$ cat src/eph_pkg.sv
/*
  Constants and carrier types for the parallel port host handshake.
  Assumes one 200 MHz clock; peripheral inputs arrive synchronous to it.
*/
`default_nettype none
package eph_pkg;
  // ---------------------------------------------------------------
  // Widths and depths
  // ---------------------------------------------------------------
  localparam int EPH_DW = 8;
  localparam int EPH_FIFO_DEPTH = 16;
  localparam int EPH_PTR_W = 4;
  localparam int EPH_CNT_W = 5;
  // ---------------------------------------------------------------
  // Handshake timing, cycles after an input sample
  // ---------------------------------------------------------------
  localparam logic [2:0] EPH_DLY_DATA_REL = 3'h3;
  localparam logic [2:0] EPH_DLY_ADDR_WR_REL = 3'h4;
  localparam logic [2:0] EPH_DLY_ADDR_RD_REL = 3'h3;
  localparam logic [2:0] EPH_DLY_WR_END = 3'h2;
  localparam logic [2:0] EPH_DLY_FWD_REL = 3'h2;
  localparam logic [2:0] EPH_DLY_FWD_END = 3'h2;
  localparam logic [2:0] EPH_DLY_REV_ASSERT = 3'h3;
  localparam logic [2:0] EPH_DLY_REV_REL = 3'h2;
  localparam logic [EPH_CNT_W-1:0] EPH_RETRY_LIMIT = 5'h0f;
  // ---------------------------------------------------------------
  // Reset values of the port pins
  // ---------------------------------------------------------------
  localparam logic EPH_STROBE_IDLE = 1'b1;
  localparam logic [EPH_DW-1:0] EPH_DATA_RST = 8'h00;
  // ---------------------------------------------------------------
  // Request kinds and states
  // ---------------------------------------------------------------
  typedef enum logic [2:0] {
    EPH_REQ_EPP_DATA_WR = 3'b000,
    EPH_REQ_EPP_DATA_RD = 3'b001,
    EPH_REQ_EPP_ADDR_WR = 3'b010,
    EPH_REQ_EPP_ADDR_RD = 3'b011,
    EPH_REQ_FIFO_WR = 3'b100,
    EPH_REQ_FIFO_RD = 3'b101
  } eph_req_kind_t;
  typedef enum logic [3:0] {
    EPH_ST_IDLE = 4'b0000,
    EPH_ST_EPP_WAIT_HI = 4'b0001,
    EPH_ST_EPP_CNT_REL = 4'b0010,
    EPH_ST_EPP_WAIT_LO = 4'b0011,
    EPH_ST_EPP_CNT_END = 4'b0100,
    EPH_ST_FWD_WAIT_HI = 4'b0101,
    EPH_ST_FWD_CNT_REL = 4'b0110,
    EPH_ST_FWD_WAIT_LO = 4'b0111,
    EPH_ST_FWD_CNT_END = 4'b1000,
    EPH_ST_REV_CNT_ASSERT = 4'b1001,
    EPH_ST_REV_WAIT_HI = 4'b1010,
    EPH_ST_REV_CNT_REL = 4'b1011
  } eph_state_t;
  // ---------------------------------------------------------------
  // Carriers
  // ---------------------------------------------------------------
  typedef struct packed {
    logic valid;
    eph_req_kind_t kind;
    logic [EPH_DW-1:0] wdata;
  } eph_req_t;
  typedef struct packed {
    logic done;
    logic retry;
    logic [EPH_DW-1:0] rdata;
  } eph_ans_t;
  typedef struct packed {
    logic stb_n;
    logic afd_n;
    logic slin_n;
    logic [EPH_DW-1:0] pd;
    logic pd_oe;
  } eph_pins_t;
endpackage : eph_pkg
`default_nettype wire

$ cat src/eph_top.sv
/*
  Host end of a 1284 parallel port: EPP cycles with retry, ECP forward
  and reverse transfers through a small data FIFO.
  Assumes the peripheral drives busy, ack_n and data synchronous to the
  clock, and the access port repeats a retried request unchanged.
*/
`timescale 1ns/10ps
`default_nettype none
// Contract
// - Slow EPP cycle ends access with retry.
// - Repeated access completes without a new cycle.
// - Address write releases strobe four after busy.
// - Address write ends two after busy low.
// - Address read releases three after busy; ends low.
// - Filters add two cycles to responses.
// - FIFO write answers at once.
// - FIFO write leaves running forward transfer alone.
// - Forward: release two after busy, end two.
// - Reverse: assert auto-feed three after ack low.
// - Reverse: release auto-feed two after ack high.
// - Reverse data stored as auto-feed releases; a full FIFO drops it.
// - FIFO read never starts or disturbs reverse.
// - Data write releases strobe three after busy.
module eph_top
  import eph_pkg::*;
(
  // Clock and reset
  input wire logic sys_clk_in,
  input wire logic nrst_in,
  // Access port
  input wire eph_pkg::eph_req_t req_in,
  output var eph_pkg::eph_ans_t ans_out,
  // Mode
  input wire logic filter_en_in,
  input wire logic ecp_reverse_in,
  // Parallel port
  input wire logic busy_in,
  input wire logic ack_n_in,
  input wire logic [eph_pkg::EPH_DW-1:0] pd_in,
  output var eph_pkg::eph_pins_t pins_out
);
  import eph_pkg::*;

  // ---------------------------------------------------------------
  // State
  // ---------------------------------------------------------------
  typedef struct packed {
    eph_state_t st;
    logic [2:0] cnt;
    logic [EPH_CNT_W-1:0] wait_cnt;
    logic busy_s1;
    logic busy_s2;
    logic ack_s1;
    logic ack_s2;
    logic busy_f1;
    logic busy_f2;
    logic ack_f1;
    logic ack_f2;
    logic pend_act;
    logic pend_retried;
    logic pend_done;
    eph_req_kind_t pend_kind;
    logic [EPH_DW-1:0] epp_data;
    logic [EPH_FIFO_DEPTH-1:0][EPH_DW-1:0] mem;
    logic [EPH_PTR_W-1:0] rd_ptr;
    logic [EPH_PTR_W-1:0] wr_ptr;
    logic [EPH_PTR_W:0] level;
    eph_ans_t ans;
    eph_pins_t pins;
  } eph_regs_t;

  eph_regs_t r;
  eph_regs_t next_r;
  logic busy_smp;
  logic ack_low_smp;
  logic do_push;
  logic do_pop;
  logic [EPH_DW-1:0] push_data;

  // ---------------------------------------------------------------
  // Helpers
  // ---------------------------------------------------------------
  function automatic logic [EPH_PTR_W-1:0] ptr_inc(
    input logic [EPH_PTR_W-1:0] p
  );
    ptr_inc = p + 4'h1;
  endfunction : ptr_inc

  // Counter preload: the action lands this many cycles after the sample
  function automatic logic [2:0] dly_load(input logic [2:0] d);
    dly_load = d - 3'h2;
  endfunction : dly_load

  function automatic logic [2:0] epp_rel_dly(input eph_req_kind_t k);
    case (k)
      EPH_REQ_EPP_ADDR_WR: epp_rel_dly = EPH_DLY_ADDR_WR_REL;
      EPH_REQ_EPP_ADDR_RD: epp_rel_dly = EPH_DLY_ADDR_RD_REL;
      default: epp_rel_dly = EPH_DLY_DATA_REL;
    endcase
  endfunction : epp_rel_dly

  function automatic logic is_epp_wr(input eph_req_kind_t k);
    is_epp_wr = (k == EPH_REQ_EPP_DATA_WR) || (k == EPH_REQ_EPP_ADDR_WR);
  endfunction : is_epp_wr

  // ---------------------------------------------------------------
  // Next state
  // ---------------------------------------------------------------
  always_comb
  begin
    next_r = r;
    do_push = 1'b0;
    do_pop = 1'b0;
    push_data = req_in.wdata;
    next_r.ans.done = 1'b0;
    next_r.ans.retry = 1'b0;
    // Two-stage synchronisers
    next_r.busy_s1 = busy_in;
    next_r.busy_s2 = r.busy_s1;
    next_r.ack_s1 = ~ack_n_in;
    next_r.ack_s2 = r.ack_s1;
    // Filtered copy trails the plain path by exactly two cycles
    next_r.busy_f1 = r.busy_s2;
    next_r.busy_f2 = r.busy_f1;
    next_r.ack_f1 = r.ack_s2;
    next_r.ack_f2 = r.ack_f1;
    busy_smp = filter_en_in ? r.busy_f2 : r.busy_s2;
    ack_low_smp = filter_en_in ? r.ack_f2 : r.ack_s2;

    // Access port
    if (req_in.valid)
    begin
      case (req_in.kind)
        EPH_REQ_FIFO_WR:
        begin
          // Answered now; the pin machine is never touched here
          if (r.level != EPH_FIFO_DEPTH[EPH_PTR_W:0] && !ecp_reverse_in)
          begin
            do_push = 1'b1;
            next_r.ans.done = 1'b1;
          end
          else
          begin
            next_r.ans.retry = 1'b1;
          end
        end
        EPH_REQ_FIFO_RD:
        begin
          // Pops only; reverse transfers run on ack alone
          if (r.level != '0)
          begin
            do_pop = 1'b1;
            next_r.ans.rdata = r.mem[r.rd_ptr];
            next_r.ans.done = 1'b1;
          end
          else
          begin
            next_r.ans.retry = 1'b1;
          end
        end
        default:
        begin
          if (r.pend_done && req_in.kind == r.pend_kind)
          begin
            next_r.ans.done = 1'b1;
            next_r.ans.rdata = r.epp_data;
            next_r.pend_done = 1'b0;
          end
          else if (r.st == EPH_ST_IDLE && !r.pend_retried && !r.pend_done
                   && !ecp_reverse_in)
          begin
            next_r.pend_act = 1'b1;
            next_r.pend_kind = req_in.kind;
            next_r.wait_cnt = '0;
            next_r.st = EPH_ST_EPP_WAIT_HI;
            next_r.pins.pd_oe = is_epp_wr(req_in.kind);
            if (is_epp_wr(req_in.kind))
            begin
              next_r.pins.pd = req_in.wdata;
            end
            if (req_in.kind[1])
            begin
              next_r.pins.slin_n = 1'b0;
            end
            else
            begin
              next_r.pins.afd_n = 1'b0;
            end
          end
          else
          begin
            next_r.ans.retry = 1'b1;
          end
        end
      endcase
    end

    // Sixteen-cycle limit on a first attempt
    if (r.pend_act)
    begin
      if (r.wait_cnt == EPH_RETRY_LIMIT)
      begin
        next_r.ans.retry = 1'b1;
        next_r.pend_act = 1'b0;
        next_r.pend_retried = 1'b1;
      end
      else
      begin
        next_r.wait_cnt = r.wait_cnt + 5'h01;
      end
    end

    // Pin machine
    case (r.st)
      EPH_ST_IDLE:
      begin
        if (ecp_reverse_in && ack_low_smp)
        begin
          next_r.pins.pd_oe = 1'b0;
          next_r.cnt = dly_load(EPH_DLY_REV_ASSERT);
          next_r.st = EPH_ST_REV_CNT_ASSERT;
        end
        // An EPP cycle launched this cycle keeps the pins to itself
        else if (!ecp_reverse_in && r.level != '0 && !do_pop
                 && next_r.st == EPH_ST_IDLE)
        begin
          next_r.pins.pd = r.mem[r.rd_ptr];
          next_r.pins.pd_oe = 1'b1;
          next_r.pins.stb_n = 1'b0;
          do_pop = 1'b1;
          next_r.st = EPH_ST_FWD_WAIT_HI;
        end
      end
      EPH_ST_EPP_WAIT_HI:
      begin
        if (busy_smp)
        begin
          next_r.cnt = dly_load(epp_rel_dly(r.pend_kind));
          next_r.st = EPH_ST_EPP_CNT_REL;
        end
      end
      EPH_ST_EPP_CNT_REL:
      begin
        if (r.cnt == 3'h0)
        begin
          next_r.pins.slin_n = EPH_STROBE_IDLE;
          next_r.pins.afd_n = EPH_STROBE_IDLE;
          if (!is_epp_wr(r.pend_kind))
          begin
            next_r.epp_data = pd_in;
          end
          next_r.st = EPH_ST_EPP_WAIT_LO;
        end
        else
        begin
          next_r.cnt = r.cnt - 3'h1;
        end
      end
      EPH_ST_EPP_WAIT_LO:
      begin
        if (!busy_smp)
        begin
          if (is_epp_wr(r.pend_kind))
          begin
            next_r.cnt = dly_load(EPH_DLY_WR_END);
            next_r.st = EPH_ST_EPP_CNT_END;
          end
          else
          begin
            next_r.st = EPH_ST_IDLE;
          end
        end
      end
      EPH_ST_EPP_CNT_END:
      begin
        if (r.cnt == 3'h0)
        begin
          // Data lines stay driven after a write
          next_r.pins.pd_oe = 1'b1;
          next_r.st = EPH_ST_IDLE;
        end
        else
        begin
          next_r.cnt = r.cnt - 3'h1;
        end
      end
      EPH_ST_FWD_WAIT_HI:
      begin
        if (busy_smp)
        begin
          next_r.cnt = dly_load(EPH_DLY_FWD_REL);
          next_r.st = EPH_ST_FWD_CNT_REL;
        end
      end
      EPH_ST_FWD_CNT_REL:
      begin
        if (r.cnt == 3'h0)
        begin
          next_r.pins.stb_n = EPH_STROBE_IDLE;
          next_r.st = EPH_ST_FWD_WAIT_LO;
        end
        else
        begin
          next_r.cnt = r.cnt - 3'h1;
        end
      end
      EPH_ST_FWD_WAIT_LO:
      begin
        if (!busy_smp)
        begin
          next_r.cnt = dly_load(EPH_DLY_FWD_END);
          next_r.st = EPH_ST_FWD_CNT_END;
        end
      end
      EPH_ST_FWD_CNT_END:
      begin
        if (r.cnt == 3'h0)
        begin
          next_r.st = EPH_ST_IDLE;
        end
        else
        begin
          next_r.cnt = r.cnt - 3'h1;
        end
      end
      EPH_ST_REV_CNT_ASSERT:
      begin
        if (r.cnt == 3'h0)
        begin
          next_r.pins.afd_n = 1'b0;
          next_r.epp_data = pd_in;
          next_r.st = EPH_ST_REV_WAIT_HI;
        end
        else
        begin
          next_r.cnt = r.cnt - 3'h1;
        end
      end
      EPH_ST_REV_WAIT_HI:
      begin
        if (!ack_low_smp)
        begin
          next_r.cnt = dly_load(EPH_DLY_REV_REL);
          next_r.st = EPH_ST_REV_CNT_REL;
        end
      end
      EPH_ST_REV_CNT_REL:
      begin
        if (r.cnt == 3'h0)
        begin
          next_r.pins.afd_n = EPH_STROBE_IDLE;
          // A full FIFO drops the byte rather than stall the peripheral
          if (r.level != EPH_FIFO_DEPTH[EPH_PTR_W:0] && !do_push)
          begin
            do_push = 1'b1;
            push_data = r.epp_data;
          end
          next_r.st = EPH_ST_IDLE;
        end
        else
        begin
          next_r.cnt = r.cnt - 3'h1;
        end
      end
      default:
      begin
        next_r.st = EPH_ST_IDLE;
      end
    endcase

    // Finished EPP cycle answers now or waits for the repeat
    if (r.st != EPH_ST_IDLE && next_r.st == EPH_ST_IDLE
        && (r.pend_act || r.pend_retried) && !ecp_reverse_in
        && r.st <= EPH_ST_EPP_CNT_END)
    begin
      next_r.pend_retried = 1'b0;
      if (r.pend_act && !next_r.ans.retry)
      begin
        next_r.pend_act = 1'b0;
        next_r.ans.done = 1'b1;
        next_r.ans.rdata = is_epp_wr(r.pend_kind) ? r.epp_data :
                           next_r.epp_data;
      end
      else
      begin
        next_r.pend_act = 1'b0;
        next_r.pend_done = 1'b1;
      end
    end

    // FIFO bookkeeping
    if (do_push)
    begin
      next_r.mem[r.wr_ptr] = push_data;
      next_r.wr_ptr = ptr_inc(r.wr_ptr);
    end
    if (do_pop)
    begin
      next_r.rd_ptr = ptr_inc(r.rd_ptr);
    end
    next_r.level = r.level + {4'h0, do_push} - {4'h0, do_pop};
  end

  // ---------------------------------------------------------------
  // Registers
  // ---------------------------------------------------------------
  always_ff @(posedge sys_clk_in or negedge nrst_in)
  begin
    if (!nrst_in)
    begin
      r <= '0;
      r.st <= EPH_ST_IDLE;
      r.pins.stb_n <= EPH_STROBE_IDLE;
      r.pins.afd_n <= EPH_STROBE_IDLE;
      r.pins.slin_n <= EPH_STROBE_IDLE;
      r.pins.pd <= EPH_DATA_RST;
    end
    else
    begin
      r <= next_r;
    end
  end

  assign ans_out = r.ans;
  assign pins_out = r.pins;
endmodule : eph_top
`default_nettype wire

$ cat config.mk
export PLATFORM = sky130hd
export DESIGN_NAME = eph_top
export DESIGN_NICKNAME = d
export VERILOG_FILES = /design/src/eph_pkg.sv /design/src/eph_top.sv
export SDC_FILE = /design/constraint.sdc
export NUM_CORES = 1
export LEC_CHECK = 0
export ABC_AREA = 1
export BUFFER_PORTS_ARGS = -buffer_cell sky130_fd_sc_hd__buf_2
export CAP_MARGIN = 0
export CELL_PAD_IN_SITES_DETAIL_PLACEMENT = 0
export CELL_PAD_IN_SITES_GLOBAL_PLACEMENT = 1
export CORE_ASPECT_RATIO = 1.1
export CORE_MARGIN = 4
export CORE_UTILIZATION = 40
export CTS_CLUSTER_SIZE = 40
export DETAILED_ROUTE_END_ITERATION = 8
export PLACE_DENSITY_LB_ADDON = 0.1
export SLEW_MARGIN = 10
export SYNTH_ARGS = -nofsm -noshare
export SYNTH_HDL_FRONTEND = slang
export SYNTH_SLANG_ARGS = --single-unit
$ cat constraint.sdc
create_clock -name sys_clk_in -period 4.5 [get_ports sys_clk_in]
set_clock_uncertainty 0.1 [all_clocks]
set_input_delay 0.45 -clock sys_clk_in [delete_from_list [all_inputs] [get_ports sys_clk_in]]
set_output_delay 0.45 -clock sys_clk_in [all_outputs]
set_load 0.05 [all_outputs]
# Word level (Yosys, flattened, before mapping)

Index checks and enable logic that the tools add are counted.

$add $sub $neg: 7
$lt $le $gt $ge: 4
Multiplexer cells: 108
Bitwise logic cells: 3
Reductions and logical operators: 44
Equal/unequal tests: 29

Operator list:

| operator                                            | number |
|---|---|
| bitwise mux 128 bit                                 | 1 |
| 2-to-1 mux 8 bit                                    | 16 |
| 2-to-1 mux 4 bit                                    | 12 |
| 2-to-1 mux 11 bit                                   | 4 |
| case mux 4 bit (10 select lines)                    | 1 |
| 2-to-1 mux 1 bit                                    | 39 |
| 2-to-1 mux 7 bit                                    | 5 |
| binary-select mux 8 bit (select 4 bit)              | 1 |
| demux 8 bit (select 4 bit)                          | 1 |
| case mux 8 bit (2 select lines)                     | 2 |
| 2-to-1 mux 3 bit                                    | 10 |
| 2-to-1 mux 5 bit                                    | 6 |
| case mux 3 bit (7 select lines)                     | 1 |
| inequality test 2 bit (second input constant)       | 9 |
| == test 4 x 3 -> 1 bit (second input constant)      | 4 |
| == test 4 bit (second input constant)               | 4 |
| logical AND 1 bit                                   | 16 |
| logical NOT 4 bit                                   | 3 |
| < comparator 4 x 5 -> 1 bit (second input constant) | 2 |
| 2-to-1 mux 10 bit                                   | 1 |
| logical NOT 3 bit                                   | 3 |
| 2-to-1 mux 9 bit                                    | 1 |
| AND reduction 9 bit                                 | 1 |
| adder 4 x 1 -> 4 bit (second input constant)        | 2 |
| other kinds (31)                                    | 50 |

Output and inout bits: 22
Register bits: 197
Bits of input ports: 26
Word-level logic and storage cells: 238

# Depth between registers and ports, before layout

Word-level depth: 20
Gate-level depth with buffers: 16
Gate-level depth less buffers: 15

# Worst setup path before layout

OpenSTA, ideal clock, no wires.

Path type: register to register
From: reg r[190] in the netlist's numbering
To: reg r[26] in the netlist's numbering
Required time: 4.321 ns
Arrival: 2.656 ns
Library setup time: 0.079 ns
Setup slack: 1.665 ns
Buffers on the path: 1
Clock period less this slack: 2.835 ns
Stages on the path, launching flop included: 16
Cells stage by stage: dfrtp_1 > inv_1 > ha_1 > nand2_1 > inv_1 > nand2_2 > a21oi_2 > clkbuf_1 > ha_1 > inv_1 > ha_1 > fa_1 > a21oi_1 > nor2_1 > nor2_1 > xor2_1

RTL lines:

| element                | RTL line       | text |
|---|---|---|
| start, declared        | eph_top.sv:72  | `eph_regs_t r;` |
| start signal, assigned | eph_top.sv:420 | `r <= next_r;` |

==> impl_metrics.tcl <==
set metrics [dict create \
    status "complete, but fails checks" \
    violations "negative hold slack" \
    synth-simple-area-share_pct 27.34 \
    grt_max_degree 97 \
    worst-path-buf-inv 3 \
    core-area_um2 25490 \
    antenna_found_initial 0 \
    diodes 0 \
    cellPowerDensity_nw_per_um2 665.3 \
    std_cell_rows 61 \
    numClockSinks 197 \
    synthAdderAreaFrac_pct 1.867 \
    cp-end-kind "flip-flop" \
    rsz0062_at_grt "false" \
    htree_levels 4 \
    post-route-period-util_pct 73.59 \
    die_h_um 177.6 \
    synth_cell_types 45 \
    yosysSeqAreaShare_pct 47.18 \
    hold_viol_final 18 \
    grt_first_pass_wirelength_um 47890 \
    io_pins 48 \
    syn_nets 1396 \
    ir_worst_vdd_mv 0.2493 \
    max_freq_mhz 302.0 \
    syn_to_final_growth_pct 8.903 \
    setup_viol 0 \
    drt_pass1_iterations 7 \
    synth-seq-cells 197 \
    clkLatencyLatePin_ns 0.45 \
    avgSynthCellArea_um2 7.717 \
    fin_hold_ws_ns -0.03826 \
    p_leak_nw 5.607 \
    critPathLaunchType "flip-flop" \
    critPathMaxFanout 12 \
    dieArea_um2 28790 \
    fin_setup_tns_ns 0 \
    slew_headroom_pct 40.90 \
    postCtsSetupBuffers 0 \
    worst_pin_slew_ns 0.8832 \
    io_buffer_count 47 \
    slowest_stage "a21oi_2" \
    cts_tree "yes" \
    finalNetCount 1399 \
    placed_cells 1684 \
    cp_data_arrival_time_ns 3.59 \
    maxCapViolCount 0 \
    synth_mux_area_share_pct 0.5145 \
    vias_per_cell 4.960 \
    synth_xor_area_share_pct 1.005 \
    synth-compound-area-share_pct 13.62 \
    routedWlPerCell_um 17.26 \
    final_layout_size_suffix_gt1_share_pct 10.87 \
    path_class "flip-flop to flip-flop" \
    cts-buffers-inserted 17 \
    initial_core_util_pct 41.02 \
    clk_pin_slew_ns 0.08 \
    synth_top_family_by_area "simple AND/OR/NAND/NOR gates" \
    layout.cells.non_filler 1717 \
    layout_commonest_cell "nand2_1" \
    routed_wl_um 29630 \
    ctsLongestPathBuffers 2 \
    required_ns 4.77 \
    grt_overflow 0 \
    hpwl_um 21100 \
    period_needed_ns 3.311 \
    yosysWarnings 0 \
    root_buffer "clkbuf_16" \
    die_w_um 162.2 \
    synthCells 1355 \
    vias 8516 \
    crit_chain "inv_1 -> ha_1 -> nand2_1 -> inv_1 -> nand2_2 -> nor2_4 -> a21oi_2 -> ha_1 -> inv_1 -> ha_1 -> fa_1 -> a21oi_1 -> nor2_1 -> nor2_1 -> xor2_1" \
    synth_area_um2 10460 \
    place.gp.congestion 0.8478 \
    grt_pass1_vias 8247 \
    antenna_left 0 \
    drc_errors 0 \
    final-max-slew-violation-count 0 \
    grt_use_total_pct 21.41 \
    cts-resized-gates 0 \
    postCtsHoldBufs 1 \
    min_path_type "input pin to asynchronous set/reset pin" \
    drt_iter0_drc 582 \
    layout_common_cells "415 x nand2_1, 193 x dfrtp_1, 144 x nor2_1" \
    cp_top_family "adder cells" \
    cp_slowest_stage_delay_ns 0.56 \
]
[through the flow]
stage                     worst slack (ns)  utilization, %  instance area, um^2  power, mW
after CTS                            1.187           44.67                11390      7.643
after global placement               1.202           42.33                10790      6.083
final                                1.189           44.67                11390      7.576
after detailed placement             1.132           42.33                10790      6.087
after floorplan                      1.665               -                10460      5.209
after global routing                0.9304           44.67                11390      8.220
[registers in the layout (all words and copies together), names as in the netlist]
signal    cells
pins_out     12
r           169
next_r        6
ans_out      10
[routing by layer]
layer  global-route usage (%)  up-vias  routed length, um
met5                        0        -                  0
met4                    4.723        0                418
met3                    2.834       34               1071
met2                    36.36      187              14270
met1                    29.42     3968              13870
li1                         -     4327                  -
[final timing paths]
check	startpoint	to	slack [ns]	depth (start not counted)
worst max-delay path	r[190]	r[26]	1.19	15
worst min-delay path	nrst_in	r[190]	-0.04	1
worst max register to register	r[190]	r[26]	1.19	15
worst min register to register	next_r[181]	next_r[178]	0.24	0
max in group asynchronous	nrst_in	pins_out[6]	3.30	2
min in group sys_clk_in	ack_n_in	next_r[181]	0.04	2
[synth_stat cells, drive strengths merged]
| cell type | instances | share of area, % |
|---|---|---|
| nand2 | 426 | 16 |
| dfrtp | 194 | 46 |
| nor2 | 160 | 6.8 |
| o21ai | 121 | 6.3 |
| inv | 114 | 4.1 |
| a21oi | 85 | 4.1 |
| nand3 | 81 | 4.0 |
| buf | 54 | 3.4 |
| o211ai | 34 | 2.4 |
| clkbuf | 23 | 0.83 |
| ha | 14 | 1.7 |
| xor2 | 10 | 0.84 |
| nand4 | 9 | 0.60 |
| clkinv | 4 | 0.14 |
| dfstp | 3 | 0.75 |
| mux2 | 3 | 0.32 |
| nor3 | 3 | 0.14 |
| a22oi | 2 | 0.14 |
| a31oi | 2 | 0.12 |
| mux2i | 2 | 0.19 |
| xnor2 | 2 | 0.17 |
| a211oi | 1 | 0.072 |
| a21boi | 1 | 0.072 |
| a22o | 1 | 0.084 |
| and3 | 1 | 0.060 |
| fa | 1 | 0.19 |
| nand3b | 1 | 0.072 |
| o21bai | 1 | 0.072 |
| o22ai | 1 | 0.060 |
| o41ai | 1 | 0.084 |
[layout make-up]
type	count	area, um^2
fill	2693	14100
clock buffer	17	425.4
sequential	197	4935
clock inverter	15	160.2
tap	346	432.9
timing repair buffer	61	351.6
multi-input combinational	963	4637
inverter	118	445.4
[kinds of logic after synthesis]
group | Yosys count
and+or+nand+nor | 681
AOI/OAI and AO/OA | 250
DFF | 197
buffers and inverters | 195
adders and majority gates | 15
xor gates and xnor gates | 12
muxes | 5
[where the power goes]
part / leakage (nW) / total [mW] / internal, mW / switching, mW
combinational: 2.91 / 3.33 / 1.00 / 2.33
sequential: 2.41 / 2.72 / 2.34 / 0.380
clock: 0.282 / 1.53 / 0.745 / 0.782
total: 5.61 / 7.58 / 4.09 / 3.49
Power figures use the tool's default switching activity.
